### src/logic/dejit_pkg.sv
// Purpose: shared constants and carriers for the rtp voice dejitter channel
// Assumes: 100 MHz core clock, classic wishbone register access
// Notes: register offsets are byte addresses of aligned 32-bit words
package dejit_pkg;

  // ***********************************************
  // register map
  // ***********************************************
  localparam logic [7:0] CTRL_OFS = 8'h00;
  localparam logic [7:0] LIMIT_OFS = 8'h04;
  localparam logic [7:0] PTR_OFS = 8'h08;
  localparam logic [7:0] BASE_OFS = 8'h0c;
  localparam logic [7:0] STAT_OFS = 8'h10;
  localparam logic [7:0] DELTA_OFS = 8'h14;
  localparam logic [7:0] COUNT_OFS = 8'h18;
  localparam logic [7:0] LAST_OFS = 8'h1c;

  // control register bit positions
  localparam int RCA_BIT = 0;
  localparam int RCB_BIT = 1;
  localparam int AR_BIT = 2;
  localparam int SLIP_BIT = 3;
  localparam int LC_BIT = 4;
  localparam int LONG_BIT = 5;
  localparam int LOSS_BIT = 6;
  localparam int CNM_BIT = 7;
  localparam int BSZ_LSB = 8;
  localparam int RSTM_BIT = 11;
  localparam int INIT_BIT = 12;
  localparam int NCH_LSB = 16;

  localparam logic [2:0] BSZ_MAX = 3'h4;
  localparam int PTR_UNIT_SH = 5;
  localparam int BASE_UNIT_SH = 8;
  localparam int BUF_MIN_SH = 8;
  localparam logic [31:0] CTRL_RST = 32'h0001_0000;

  // one packet header as handed over by the disassembly path
  typedef struct packed {
    logic [15:0] seq;
    logic [31:0] ts;
    logic [31:0] local_ts;
    logic [11:0] samples;
    logic [11:0] bytes;
    logic comfort;
  } pkt_t;

  // clock recovery event
  typedef struct packed {
    logic [15:0] seq;
    logic [31:0] ts;
  } rec_t;

  // event report
  typedef struct packed {
    logic every;
    logic underrun;
    logic overrun;
    logic long_pkt;
    logic loss;
    logic first;
    logic [15:0] seq;
  } rpt_t;

endpackage : dejit_pkg

### src/logic/dejit_channel.sv
// Purpose: per-channel receive handler placing rtp voice samples in a circular dejitter buffer
// Assumes: one packet header per cycle on a valid/ready handshake, wishbone classic slave
// Notes: the tdm readout side supplies its current read position as rd_pos_i
//
// How it works
// - pdv structure pointer is scaled by 32 bytes into fetch address
// - flag A set: every packet emits seq/timestamp event to recovery queue A
// - flag B set: same event to recovery queue B, independent of A
// - report-every-packet flag makes each packet generate an event report
// - slip flag reports buffer underrun or overrun
// - loss compensation places samples by rtp timestamp
// - without loss compensation samples follow previous packet, timestamp ignored
// - long packet flag reports packets exceeding the max expected samples
// - loss flag with compensation reports packets not placed back to back
// - comfort noise monitoring clear: comfort noise leaves delta fields untouched
// - monitoring set: comfort noise counted as last packet's sample count
// - size code 0..4 selects 256..4096 bytes, others reserved
// - comfort noise longer than configured maximum is truncated
// - channel count 1..255 sets interleave stride
// - restart bit set by software, cleared by hardware at next packet
// - new monitoring period loads min and max delta from first packet unless it is comfort noise with monitoring clear, which loads nothing
// - initialized bit set on the first received packet
// - buffer base address scaled by 256 bytes
// - a generated report carries every error seen on that packet
module dejit_channel
  import dejit_pkg::*;
#(
  parameter int AW = 8
) (
  input wire logic clk_i,
  input wire logic rst_i,
  input wire logic wb_cyc_i,
  input wire logic wb_stb_i,
  input wire logic wb_we_i,
  input wire logic [AW-1:0] wb_adr_i,
  input wire logic [3:0] wb_sel_i,
  input wire logic [31:0] wb_dat_i,
  output logic [31:0] wb_dat_o,
  output logic wb_ack_o,
  input wire logic pkt_valid_i,
  input wire dejit_pkg::pkt_t pkt_i,
  output logic pkt_ready_o,
  input wire logic [11:0] rd_pos_i,
  output logic [31:0] wr_addr_o,
  output logic [11:0] wr_len_o,
  output logic wr_valid_o,
  output logic [31:0] pdv_addr_o,
  output dejit_pkg::rec_t rec_a_o,
  output logic rec_a_valid_o,
  output dejit_pkg::rec_t rec_b_o,
  output logic rec_b_valid_o,
  output dejit_pkg::rpt_t rpt_o,
  output logic rpt_valid_o
);
  import dejit_pkg::*;

  // ***********************************************
  // registers
  // ***********************************************
  logic [31:0] ctrl_r;
  logic [31:0] limit_r;
  logic [31:0] ptr_r;
  logic [31:0] base_r;
  logic [31:0] delta_min_r;
  logic [31:0] delta_max_r;
  logic [31:0] pkt_cnt_r;
  logic [31:0] last_ts_r;
  logic [11:0] last_samples_r;
  logic [11:0] wr_pos_r;
  logic [31:0] stat_r;
  logic ack_r;

  // limit register: [11:0] max expected samples, [23:12] max comfort noise bytes
  wire logic [11:0] max_samples = limit_r[11:0];
  wire logic [11:0] max_cn = limit_r[23:12];
  wire logic [2:0] bsz = ctrl_r[BSZ_LSB+:3];
  wire logic [7:0] nch = ctrl_r[NCH_LSB+:8];

  // buffer size in bytes minus one, used as wrap mask
  function automatic logic [11:0] size_mask(input logic [2:0] code);
    logic [12:0] sz;
    sz = 13'h0001 << (BUF_MIN_SH + ((code > BSZ_MAX) ? 3'h0 : code));
    return 12'(sz - 13'h0001);
  endfunction : size_mask

  wire logic [11:0] mask = size_mask(bsz);

  // ***********************************************
  // wishbone slave
  // ***********************************************
  wire logic wb_req = wb_cyc_i && wb_stb_i && !ack_r;
  wire logic wb_wr = wb_req && wb_we_i;
  wire logic [7:0] ofs = 8'(wb_adr_i);

  function automatic logic [31:0] merge(input logic [31:0] old, input logic [31:0] nw, input logic [3:0] sel);
    logic [31:0] res;
    res = old;
    for (int i = 0; i < 4; i++) begin
      if (sel[i]) begin
        res[i*8+:8] = nw[i*8+:8];
      end
    end
    return res;
  endfunction : merge

  // a restart asked for in the same cycle as a packet stays pending for the next packet
  wire logic [31:0] ctrl_wdat = merge(ctrl_r, wb_dat_i, wb_sel_i);
  wire logic rstm_req = wb_wr && (ofs == CTRL_OFS) && ctrl_wdat[RSTM_BIT];

  always_ff @(posedge clk_i) begin
    if (rst_i) begin
      ack_r <= 1'b0;
    end else begin
      ack_r <= wb_req;
    end
  end
  assign wb_ack_o = ack_r;

  always_ff @(posedge clk_i) begin
    if (rst_i) begin
      wb_dat_o <= 32'h0;
    end else if (wb_req) begin
      unique case (ofs)
        CTRL_OFS: wb_dat_o <= ctrl_r;
        LIMIT_OFS: wb_dat_o <= limit_r;
        PTR_OFS: wb_dat_o <= ptr_r;
        BASE_OFS: wb_dat_o <= base_r;
        STAT_OFS: wb_dat_o <= stat_r;
        DELTA_OFS: wb_dat_o <= {delta_max_r[15:0], delta_min_r[15:0]};
        COUNT_OFS: wb_dat_o <= pkt_cnt_r;
        LAST_OFS: wb_dat_o <= last_ts_r;
        default: wb_dat_o <= 32'h0;
      endcase
    end
  end

  // ***********************************************
  // packet processing
  // ***********************************************
  wire logic take = pkt_valid_i && pkt_ready_o;
  assign pkt_ready_o = 1'b1;

  wire logic first_pkt = !ctrl_r[INIT_BIT];
  wire logic restart = ctrl_r[RSTM_BIT] || first_pkt;
  // comfort noise truncated to the configured length
  wire logic [11:0] cn_len = (pkt_i.bytes > max_cn) ? max_cn : pkt_i.bytes;
  wire logic [11:0] nsamp = pkt_i.comfort ? cn_len : pkt_i.samples;
  // byte offset of a sample index when nch channels are interleaved
  wire logic [11:0] stride = 12'(nch == 8'h00 ? 8'h01 : nch);
  wire logic [31:0] ts_gap = pkt_i.ts - last_ts_r;
  wire logic [11:0] seq_pos = wr_pos_r + 12'(last_samples_r * stride);
  wire logic [11:0] ts_pos = wr_pos_r + 12'(ts_gap[11:0] * stride);
  wire logic [11:0] target = (ctrl_r[LC_BIT] && !first_pkt) ? ts_pos & mask : seq_pos & mask;
  wire logic [11:0] span = 12'(nsamp * stride);
  wire logic [11:0] lead = (target - rd_pos_i) & mask;
  // back half of the ring counts as behind the read slot, front half as ahead of it
  wire logic [12:0] reach = {1'b0, lead} + {1'b0, span};
  wire logic [12:0] room = {1'b0, mask} + 13'h0001;
  wire logic underrun = !first_pkt && (lead > (mask >> 1));
  wire logic overrun = !first_pkt && !underrun && (reach > room);
  wire logic long_pkt = (max_samples != 12'h0) && (pkt_i.samples > max_samples);
  wire logic lost = ctrl_r[LC_BIT] && !first_pkt && (target != (seq_pos & mask));
  wire logic [31:0] delta = pkt_i.local_ts - pkt_i.ts;
  wire logic mon_upd = !pkt_i.comfort || ctrl_r[CNM_BIT];

  wire logic want_rpt = ctrl_r[AR_BIT] || (ctrl_r[SLIP_BIT] && (underrun || overrun))
    || (ctrl_r[LONG_BIT] && long_pkt)
    || (ctrl_r[LOSS_BIT] && ctrl_r[LC_BIT] && lost);

  always_ff @(posedge clk_i) begin
    if (rst_i) begin
      ctrl_r <= CTRL_RST;
    end else begin
      if (wb_wr && ofs == CTRL_OFS) begin
        ctrl_r <= ctrl_wdat;
      end
      // the init set beats a software write; a fresh restart request beats the clear
      if (take) begin
        if (!rstm_req) begin
          ctrl_r[RSTM_BIT] <= 1'b0;
        end
        ctrl_r[INIT_BIT] <= 1'b1;
      end
    end
  end

  always_ff @(posedge clk_i) begin
    if (rst_i) begin
      limit_r <= 32'h0;
      ptr_r <= 32'h0;
      base_r <= 32'h0;
    end else if (wb_wr) begin
      if (ofs == LIMIT_OFS) begin
        limit_r <= merge(limit_r, wb_dat_i, wb_sel_i);
      end
      if (ofs == PTR_OFS) begin
        ptr_r <= merge(ptr_r, wb_dat_i, wb_sel_i);
      end
      if (ofs == BASE_OFS) begin
        base_r <= merge(base_r, wb_dat_i, wb_sel_i);
      end
    end
  end

  assign pdv_addr_o = ptr_r << PTR_UNIT_SH;

  // monitoring: comfort noise reuses last sample count, so position state is the same
  always_ff @(posedge clk_i) begin
    if (rst_i) begin
      delta_min_r <= 32'h0;
      delta_max_r <= 32'h0;
    end else if (take && mon_upd) begin
      if (restart) begin
        delta_min_r <= delta;
        delta_max_r <= delta;
      end else begin
        if ($signed(delta) < $signed(delta_min_r)) begin
          delta_min_r <= delta;
        end
        if ($signed(delta) > $signed(delta_max_r)) begin
          delta_max_r <= delta;
        end
      end
    end
  end

  always_ff @(posedge clk_i) begin
    if (rst_i) begin
      pkt_cnt_r <= 32'h0;
      last_ts_r <= 32'h0;
      last_samples_r <= 12'h0;
      wr_pos_r <= 12'h0;
      stat_r <= 32'h0;
    end else if (take) begin
      pkt_cnt_r <= pkt_cnt_r + 32'h1;
      last_ts_r <= pkt_i.ts;
      // comfort noise spans as many frames as the last voice packet
      if (!pkt_i.comfort) begin
        last_samples_r <= pkt_i.samples;
      end
      wr_pos_r <= target;
      stat_r <= {26'h0, first_pkt, lost, long_pkt, overrun, underrun, want_rpt};
    end
  end

  // ***********************************************
  // outputs
  // ***********************************************
  always_ff @(posedge clk_i) begin
    if (rst_i) begin
      wr_addr_o <= 32'h0;
      wr_len_o <= 12'h0;
      wr_valid_o <= 1'b0;
      rec_a_o <= '0;
      rec_b_o <= '0;
      rec_a_valid_o <= 1'b0;
      rec_b_valid_o <= 1'b0;
      rpt_o <= '0;
      rpt_valid_o <= 1'b0;
    end else begin
      wr_valid_o <= take;
      rec_a_valid_o <= take && ctrl_r[RCA_BIT];
      rec_b_valid_o <= take && ctrl_r[RCB_BIT];
      rpt_valid_o <= take && want_rpt;
      if (take) begin
        wr_addr_o <= (base_r << BASE_UNIT_SH) + {20'h0, target};
        wr_len_o <= span;
        rec_a_o <= '{seq: pkt_i.seq, ts: pkt_i.ts};
        rec_b_o <= '{seq: pkt_i.seq, ts: pkt_i.ts};
        // every detected error rides along once a report is produced
        rpt_o <= '{every: ctrl_r[AR_BIT], underrun: underrun, overrun: overrun,
          long_pkt: long_pkt, loss: lost, first: first_pkt, seq: pkt_i.seq};
      end
    end
  end

  // ***********************************************
  // checks
  // ***********************************************
  a_rec_a_event: assert property (@(posedge clk_i) disable iff (rst_i)
    take && ctrl_r[RCA_BIT] |=> rec_a_valid_o && rec_a_o.seq == $past(pkt_i.seq))
    else $error("queue A event missing");
  a_rec_b_event: assert property (@(posedge clk_i) disable iff (rst_i)
    take && ctrl_r[RCB_BIT] |=> rec_b_valid_o && rec_b_o.ts == $past(pkt_i.ts))
    else $error("queue B event missing");
  a_every_report: assert property (@(posedge clk_i) disable iff (rst_i)
    take && ctrl_r[AR_BIT] |=> rpt_valid_o && rpt_o.every)
    else $error("report every packet missing");
  a_slip_report: assert property (@(posedge clk_i) disable iff (rst_i)
    take && ctrl_r[SLIP_BIT] && (underrun || overrun) |=> rpt_valid_o)
    else $error("slip not reported");
  a_long_report: assert property (@(posedge clk_i) disable iff (rst_i)
    take && ctrl_r[LONG_BIT] && long_pkt |=> rpt_valid_o && rpt_o.long_pkt)
    else $error("long packet not reported");
  a_restart_clear: assert property (@(posedge clk_i) disable iff (rst_i)
    take && !rstm_req |=> !ctrl_r[RSTM_BIT])
    else $error("restart bit not cleared");
  a_restart_keep: assert property (@(posedge clk_i) disable iff (rst_i)
    take && rstm_req |=> ctrl_r[RSTM_BIT])
    else $error("fresh restart request lost");
  a_init_set: assert property (@(posedge clk_i) disable iff (rst_i)
    take |=> ctrl_r[INIT_BIT])
    else $error("initialized bit not set");
  a_restart_load: assert property (@(posedge clk_i) disable iff (rst_i)
    take && restart && mon_upd |=> delta_min_r == $past(delta) && delta_max_r == $past(delta))
    else $error("monitoring period not restarted");
  a_cn_freeze: assert property (@(posedge clk_i) disable iff (rst_i)
    take && pkt_i.comfort && !ctrl_r[CNM_BIT] |=> $stable(delta_min_r) && $stable(delta_max_r))
    else $error("comfort noise touched monitoring");
  a_back_to_back: assert property (@(posedge clk_i) disable iff (rst_i)
    take && !ctrl_r[LC_BIT] |=> wr_pos_r == (($past(wr_pos_r) + 12'($past(last_samples_r) * $past(stride))) & $past(mask)))
    else $error("back to back placement wrong");
  // placement is recomputed from the packet timestamps themselves, with one channel
  a_ts_place: assert property (@(posedge clk_i) disable iff (rst_i)
    take && ctrl_r[LC_BIT] && !first_pkt && nch == 8'h01 |=> wr_pos_r == (12'($past(wr_pos_r) + $past(pkt_i.ts) - $past(last_ts_r)) & $past(mask)))
    else $error("timestamp placement wrong");
  a_loss_report: assert property (@(posedge clk_i) disable iff (rst_i)
    take && ctrl_r[LOSS_BIT] && ctrl_r[LC_BIT] && lost |=> rpt_valid_o && rpt_o.loss)
    else $error("packet loss not reported");
  a_loss_quiet: assert property (@(posedge clk_i) disable iff (rst_i)
    take && ctrl_r[LC_BIT] && !first_pkt && nch == 8'h01 && (pkt_i.ts - last_ts_r == 32'(last_samples_r)) |=> !rpt_o.loss)
    else $error("contiguous packet flagged as loss");
  a_cn_truncate: assert property (@(posedge clk_i) disable iff (rst_i)
    take && pkt_i.comfort && (pkt_i.bytes > max_cn) && nch == 8'h01 |=> wr_len_o == $past(max_cn))
    else $error("comfort noise not truncated");
  a_first_no_slip: assert property (@(posedge clk_i) disable iff (rst_i)
    take && first_pkt |=> !rpt_o.underrun && !rpt_o.overrun)
    else $error("first packet flagged as slip");
  a_stride_len: assert property (@(posedge clk_i) disable iff (rst_i)
    take && !pkt_i.comfort && nch != 8'h00 |=> wr_len_o == 12'($past(pkt_i.samples) * $past(nch)))
    else $error("interleaved length wrong");
  a_wr_pulse: assert property (@(posedge clk_i) disable iff (rst_i)
    take |=> wr_valid_o)
    else $error("buffer write missing");
  a_ptr_scale: assert property (@(posedge clk_i) disable iff (rst_i)
    pdv_addr_o[PTR_UNIT_SH-1:0] == '0 && pdv_addr_o[31:PTR_UNIT_SH] == ptr_r[31-PTR_UNIT_SH:0])
    else $error("monitoring pointer scaling wrong");
  a_rpt_cause: assert property (@(posedge clk_i) disable iff (rst_i)
    rpt_valid_o |-> rpt_o.every || rpt_o.underrun || rpt_o.overrun || rpt_o.long_pkt || rpt_o.loss)
    else $error("report without a cause");
  a_rec_both: assert property (@(posedge clk_i) disable iff (rst_i)
    take && ctrl_r[RCA_BIT] && ctrl_r[RCB_BIT] |=> rec_a_valid_o && rec_b_valid_o)
    else $error("recovery queues not independent");

endmodule : dejit_channel

### config.mk
export PLATFORM = sky130hd
export DESIGN_NAME = dejit_channel
export DESIGN_NICKNAME = d
export VERILOG_FILES = /design/src/logic/dejit_pkg.sv /design/src/logic/dejit_channel.sv
export SDC_FILE = /design/constraint.sdc
export NUM_CORES = 2
export LEC_CHECK = 0
export ABC_CLOCK_PERIOD_IN_PS = 9240
export BUFFER_PORTS_ARGS = -buffer_cell sky130_fd_sc_hd__buf_2
export CAP_MARGIN = 20
export CORE_MARGIN = 2
export CORE_UTILIZATION = 53
export CTS_CLUSTER_SIZE = 30
export DETAILED_ROUTE_END_ITERATION = 10
export GPL_TIMING_DRIVEN = 0
export PLACE_DENSITY = 0.78
export SYNTH_ARGS = -nofsm -noshare
export SYNTH_HDL_FRONTEND = slang
export SYNTH_SLANG_ARGS = --single-unit
export TNS_END_PERCENT = 10
### constraint.sdc
create_clock -name clk_i -period 9.24 [get_ports clk_i]
set_clock_uncertainty 0.15 [all_clocks]
set_input_delay 1.386 -clock clk_i [delete_from_list [all_inputs] [get_ports clk_i]]
set_output_delay 1.386 -clock clk_i [all_outputs]
set_load 0.01 [all_outputs]
; ---- Yosys cells after proc, flatten, opt, wreduce, memory -nomap -nowiden
; Index checks and enable logic that the tools add are counted.
[op_classes]
n_addsub = 11
mul = 3
n_lt_le_gt_ge = 7
eq_ne = 8
shift = 1
muxes = 15
n_bitwise = 4
reduce_logical = 56
[ops]
columns = op, n
row1 = one-hot mux 32 bit (8 select lines), 1
row2 = 2-to-1 mux 32 bit, 4
row3 = AND 12 bit, 3
row4 = multiplier 12 x 8 -> 12 bit, 3
row5 = 2-to-1 mux 12 bit, 3
row6 = AND reduction 3 bit, 12
row7 = "adder 32 x 1 -> 32 bit, second input constant", 1
row8 = adder 32 x 12 -> 32 bit, 1
row9 = "== test 8 x 5 -> 1 bit, second input constant", 4
row10 = greater-than comparator 32 bit, 1
row11 = < comparator 32 bit, 1
row12 = subtractor 32 bit, 1
row13 = adder 12 bit, 2
row14 = greater-than comparator 12 bit, 2
row15 = subtractor 12 bit, 2
row16 = logical AND 1 bit, 19
row17 = "== test 8 x 4 -> 1 bit, second input constant", 2
row18 = logical NOT 8 bit, 2
row19 = 2-to-1 mux 8 bit, 2
row20 = AND reduction 2 bit, 8
row21 = "adder 12 x 1 -> 13 bit, second input constant", 1
row22 = adder 12 x 12 -> 13 bit, 1
row23 = greater-than comparator 13 bit, 1
row24 = 2-to-1 mux 13 bit, 1
row25 = other kinds (16), 27
[word_totals]
register_bits = 389
inputBits = 167
out_inout_bits = 232
elab_cells = 145

; ---- Logic depth before layout (Yosys ltp)
[depth]
word_depth = 20
ltp_mapped = 44

; ---- Worst setup path after synthesis
; No wires, ideal clock.
[synth_path]
path_kind = input to register
from = input port pkt_i[57] (netlist name)
to = register stat_r[0]
setup_ps = 114
arrival_time_ps = 9282
path_slack_ps = -306
path_stages = 40
path_buffers = 0
cell_sequence = inv_1 > ha_1 > fa_1 > nand2b_1 > a21oi_1 > o21a_1 > nor2_1 > xnor2_1 > nand2_1 > fa_1 > inv_1 > fa_1 > inv_1 > fa_1 > fa_1 > inv_1 > ha_1 > nor2b_1 > [4 not listed] > o21ai_0 > ha_1 > nor2b_1 > nor3_1 > ha_1 > nor2b_1 > o21ai_0 > nand2b_1 > maj3_1 > xor2_1 > ha_1 > nand4_1 > nor4_1 > a41oi_1 > a21oi_1 > and2_1 > o31ai_2 > a21o_1
[synth_via]
elab_chain_len = 17
word_cells_on_any_way = 22
classes_between = add/sub (4) / mul (1) / order compare (2) / eq/ne (1) / mux (1) / bitwise (2) / reduce/logical (11)
[synth_lines]
columns = item, line
row1 = from (decl), dejit_channel.sv:41  ; input wire dejit_pkg::pkt_t pkt_i,
row2 = subtractor 12 bit *, dejit_channel.sv:150  ; wire logic [31:0] ts_gap = pkt_i.ts - last_ts_r;
row3 = multiplier 12 x 8 -> 12 bit *, dejit_channel.sv:152  ; wire logic [11:0] ts_pos = wr_pos_r + 12'(ts_gap[11:0] * stride);
row4 = adder 12 bit *, dejit_channel.sv:152
row5 = AND 12 bit *, dejit_channel.sv:153  ; wire logic [11:0] target = (ctrl_r[LC_BIT] && !first_pkt) ? ts_pos & mask : seq_pos & mask;
row6 = 2-to-1 mux 12 bit *, dejit_channel.sv:153
row7 = via target[8], dejit_channel.sv:153
row8 = "parallel branches: the longest is 11 deep, another holds adder 12 x 12 -> 13 bit", -
row9 = logical OR 1 bit *, dejit_channel.sv:168  ; || (ctrl_r[LOSS_BIT] && ctrl_r[LC_BIT] && lost);
row10 = to (signal assigned), dejit_channel.sv:242  ; stat_r <= {26'h0, first_pkt, lost, long_pkt, overrun, underrun, want_rpt};
row11 = to (decl), dejit_channel.sv:70  ; logic [31:0] stat_r;
; Mark *: on every way through the listed nets, which the timed path passes.
; A chain may end at the register's enable or synchronous reset.

; ---- Final worst setup path
; Ends and elaborated chain as after synthesis.

==> impl_metrics.json <==
{
  "synth.area.mux_share_pct": 10.0,
  "hold_buffers": 0,
  "p_leak_uw": 0.0151,
  "r2r_start": "ctrl_r[20]",
  "finalPower_uw": 4820,
  "final-setup-viol-count": 3,
  "drt-initial-drc-count": 2565,
  "seq_area_frac_synth_pct": 27.0,
  "drt_first_pass_iters": 6,
  "die_width_um": 233,
  "crit_type": "input port to flip-flop",
  "area_delta_synth_final_pct": 19.0,
  "coreArea_um2": 52200,
  "yosysUniqueCellTypes": 68,
  "drt_wl_total_um": 101000,
  "synthTopCellsByArea": "dfxtp_1 27%, ha_1 10%, mux2i_1 9.7%",
  "ys_dominant_reg_cell": "dfxtp_1",
  "io_pins": 399,
  "clkSinkCount": 376,
  "yosys.area_share.simple_pct": 15.1,
  "gr-total-overflow": 0,
  "cts_buffer_depth": 3,
  "cts.clk_slew.worst_paths_ns": 0.06,
  "track_usage_pct": 36.1,
  "nNetsFinal": 4254,
  "synth_top_area_cell": "dfxtp_1",
  "port_buffers": 389,
  "antenna_found_initial": 6,
  "sequentialPowerShare_pct": 36.6,
  "fmax_mhz": 106,
  "powerDensity_nw_per_um2": 145,
  "startpoint_type": "input port",
  "avgViaCountPerCell": 5.80,
  "swShare_pct": 32.1,
  "cts-root-buf": "clkbuf_16",
  "grt_pass1_wl_um": 147000,
  "synth-compound-area-share_pct": 12.5,
  "synth_edf_count": 0,
  "synthArstFlopShare_pct": 0,
  "arrival_ns": 9.72,
  "layout_min_cycle_time_ns": 9.40,
  "ys_top_cells_by_count": "417 x nor2_1, 376 x dfxtp_1, 363 x inv_1, 271 x mux2i_1, 242 x nand2_1",
  "rsz0062_at_grt": "yes",
  "synth_most_common_cell": "nor2_1",
  "endpoint_kind": "flip-flop",
  "tightest_slew_ns": 1.24,
  "slowest_stage": "fa_1",
  "vdd_drop_max_v": 0.000122,
  "tns_ns": -0.253,
  "synth_top_area_share_pct": 27.0,
  "synth-xor-area-share_pct": 5.90,
  "drv_slew": 0,
  "synth_fa_ha_area_share_pct": 19.8,
  "gp_congestion": 1.04,
  "place_ws_ns": -1.53,
  "min-delay-path-class": "flip-flop to flip-flop",
  "syn_area_um2": 27900,
  "start_util_pct": 53.4,
  "std_cell_rows": 84,
  "htreeDepth": 2,
  "ys_ff_latch": 376,
  "period_share_pct": 102,
  "insertion_delay_ns": 0.59,
  "cts_buffers": 43,
  "via_count": 25800,
  "critical_path.max_fanout": 5,
  "crit_path_start": "pkt_i[57]",
  "dp_hpwl_um": 78400,
  "die_y_um": 233,
  "internal_power_uw": 3270,
  "syn_area_per_cell_um2": 8.57,
  "synth_warnings": 0,
  "drcViolationCount": 0,
  "combPwrFrac_pct": 26.0,
  "drive_gt1_share_pct": 19.4,
  "synth_top_family_by_area": "adder cells",
  "hold_path.startpoint": "last_samples_r[11]",
  "failed_checks": "setup timing",
  "wl_per_cell_um": 22.7,
  "dieArea_um2": 54400,
  "setup_ws_ns": -0.159,
  "max-slew-margin-rel_pct": 17.0,
  "clkPwrFrac_pct": 37.4,
  "placed_cells": 4336,
  "final-hold-violation-count": 0,
  "cts_tree": "yes",
  "run_status": "finished with violations",
  "grt_max_degree": 14,
  "syn-instance-count": 3253,
  "crit_required_ns": 9.56,
  "stdcell_count": 4454,
  "slowest_delay_ns": 0.53,
  "p_sw_uw": 1550,
  "maxCapViolCount": 0,
  "ant_nets": 0,
  "grt_pass1_vias": 24200
}
[final cells by class]
type | instances | area, um^2
Buffer | 240 | 1340
Tap cell | 688 | 861
Sequential cell | 376 | 7530
Timing Repair Buffer | 427 | 2260
Inverter | 363 | 1370
Clock buffer | 63 | 1240
Fill cell | 4554 | 19100
Multi-Input combinational cell | 2277 | 18300
Antenna cell | 5 | 12.5
Clock inverter | 15 | 218
[path summary, 6_finish.rpt]
| kind | end | slack (ns) | cells past startpoint |
|---|---|---|---|
| min | last_samples_r[11] | 0.31 | 2 |
| max reg2reg | stat_r[0] | -0.03 | 41 |
| min reg2reg | last_samples_r[11] | 0.31 | 2 |
| max | stat_r[0] | -0.16 | 43 |
[metal layers]
| layer | vias up | track usage, % | wire, um |
|---|---|---|---|
| met5 | - | 0 | 32 |
| met3 | 343 | 8.79 | 10500 |
| met1 | 12300 | 43.0 | 37500 |
| met2 | 1425 | 57.5 | 45700 |
| met4 | 4 | 24.7 | 7570 |
| li1 | 11800 | - | - |
[stage by stage]
| stage | utilization (%) | hold WS (ns) | area (um^2) |
|---|---|---|---|
| finish | 63.5 | 0.311 | 33200 |
| global route | 63.5 | 0.340 | 33200 |
| CTS | 63.1 | 0.310 | 32900 |
| detailed placement | 59.0 | 0.302 | 30800 |
| global placement | 58.9 | 0.296 | 30800 |
| floorplan | - | 0.277 | 28000 |
[what timing repair did]
action / 4_1_cts / 5_1_grt
pin swaps: 51 / 30
resized for setup: 82 / 34
cloned: 0 / 0
endpoints found under the setup margin: 23 / 16
buffers inserted: 31 / 4
[worst max-delay path: cells and delay by family]
family	cells	cell delay, ns
simple gates	12	1.39
buf+inv	8	0.51
xor+xnor	2	0.51
compound gates	11	2.33
fa+ha+maj	10	3.53
[cells in the final DEF (no fill, tap or decap), types with 9 or more instances in the layout]
| master | instances |
|---|---|
| nor2_1 | 414 |
| buf_2 | 393 |
| dfxtp_1 | 376 |
| inv_1 | 358 |
| mux2i_1 | 270 |
| nand2_1 | 236 |
| ha_1 | 214 |
| buf_4 | 147 |
| fa_1 | 131 |
| clkbuf_1 | 116 |
| a21oi_1 | 115 |
| xnor2_1 | 102 |
| and2_1 | 67 |
| xor2_1 | 60 |
| a21o_1 | 58 |
| o21ai_0 | 44 |
| clkbuf_16 | 43 |
| o21bai_1 | 39 |
| nor2b_1 | 37 |
| nand4_1 | 35 |
| nand3_1 | 35 |
| nand2b_1 | 32 |
| a31oi_1 | 32 |
| a221oi_1 | 32 |
| a211oi_1 | 30 |
| a22o_1 | 27 |
| a222oi_1 | 26 |
| nor3_1 | 22 |
| o21a_1 | 18 |
| and3_1 | 18 |
| buf_1 | 16 |
| a22oi_1 | 13 |
| a21oi_2 | 12 |
| xnor2_2 | 12 |
| ha_4 | 10 |
| clkbuf_8 | 9 |
[kinds of logic after synthesis]
family / Yosys count
AND/OR/NAND/NOR: 945
flip-flops: 376
AO/OA/AOI/OAI: 504
multiplexers: 278
XOR/XNOR: 183
buffers and inverters: 604
other: 2
adder cells (fa/ha/maj): 361
[power groups by stage]
| stage | clock network [uW] | registers, uW | logic, uW |
|---|---|---|---|
| after floorplan | 0 | 1770 | 795 |
| after global placement | 0 | 1800 | 1120 |
| after detailed placement | 0 | 1800 | 1140 |
| after CTS | 1810 | 1760 | 1220 |
| after global routing | 1870 | 1770 | 1380 |
| final | 1800 | 1760 | 1260 |
[sequential cells by signal (all words and copies together) (netlist names), 32 cells and up]
register	count
base_r	32
ctrl_r	32
delta_max_r	32
delta_min_r	32
limit_r	32
pkt_cnt_r	32
ptr_r	32
rec_b_o	32
wb_dat_o	32
(Power assumes the default switching activity.)
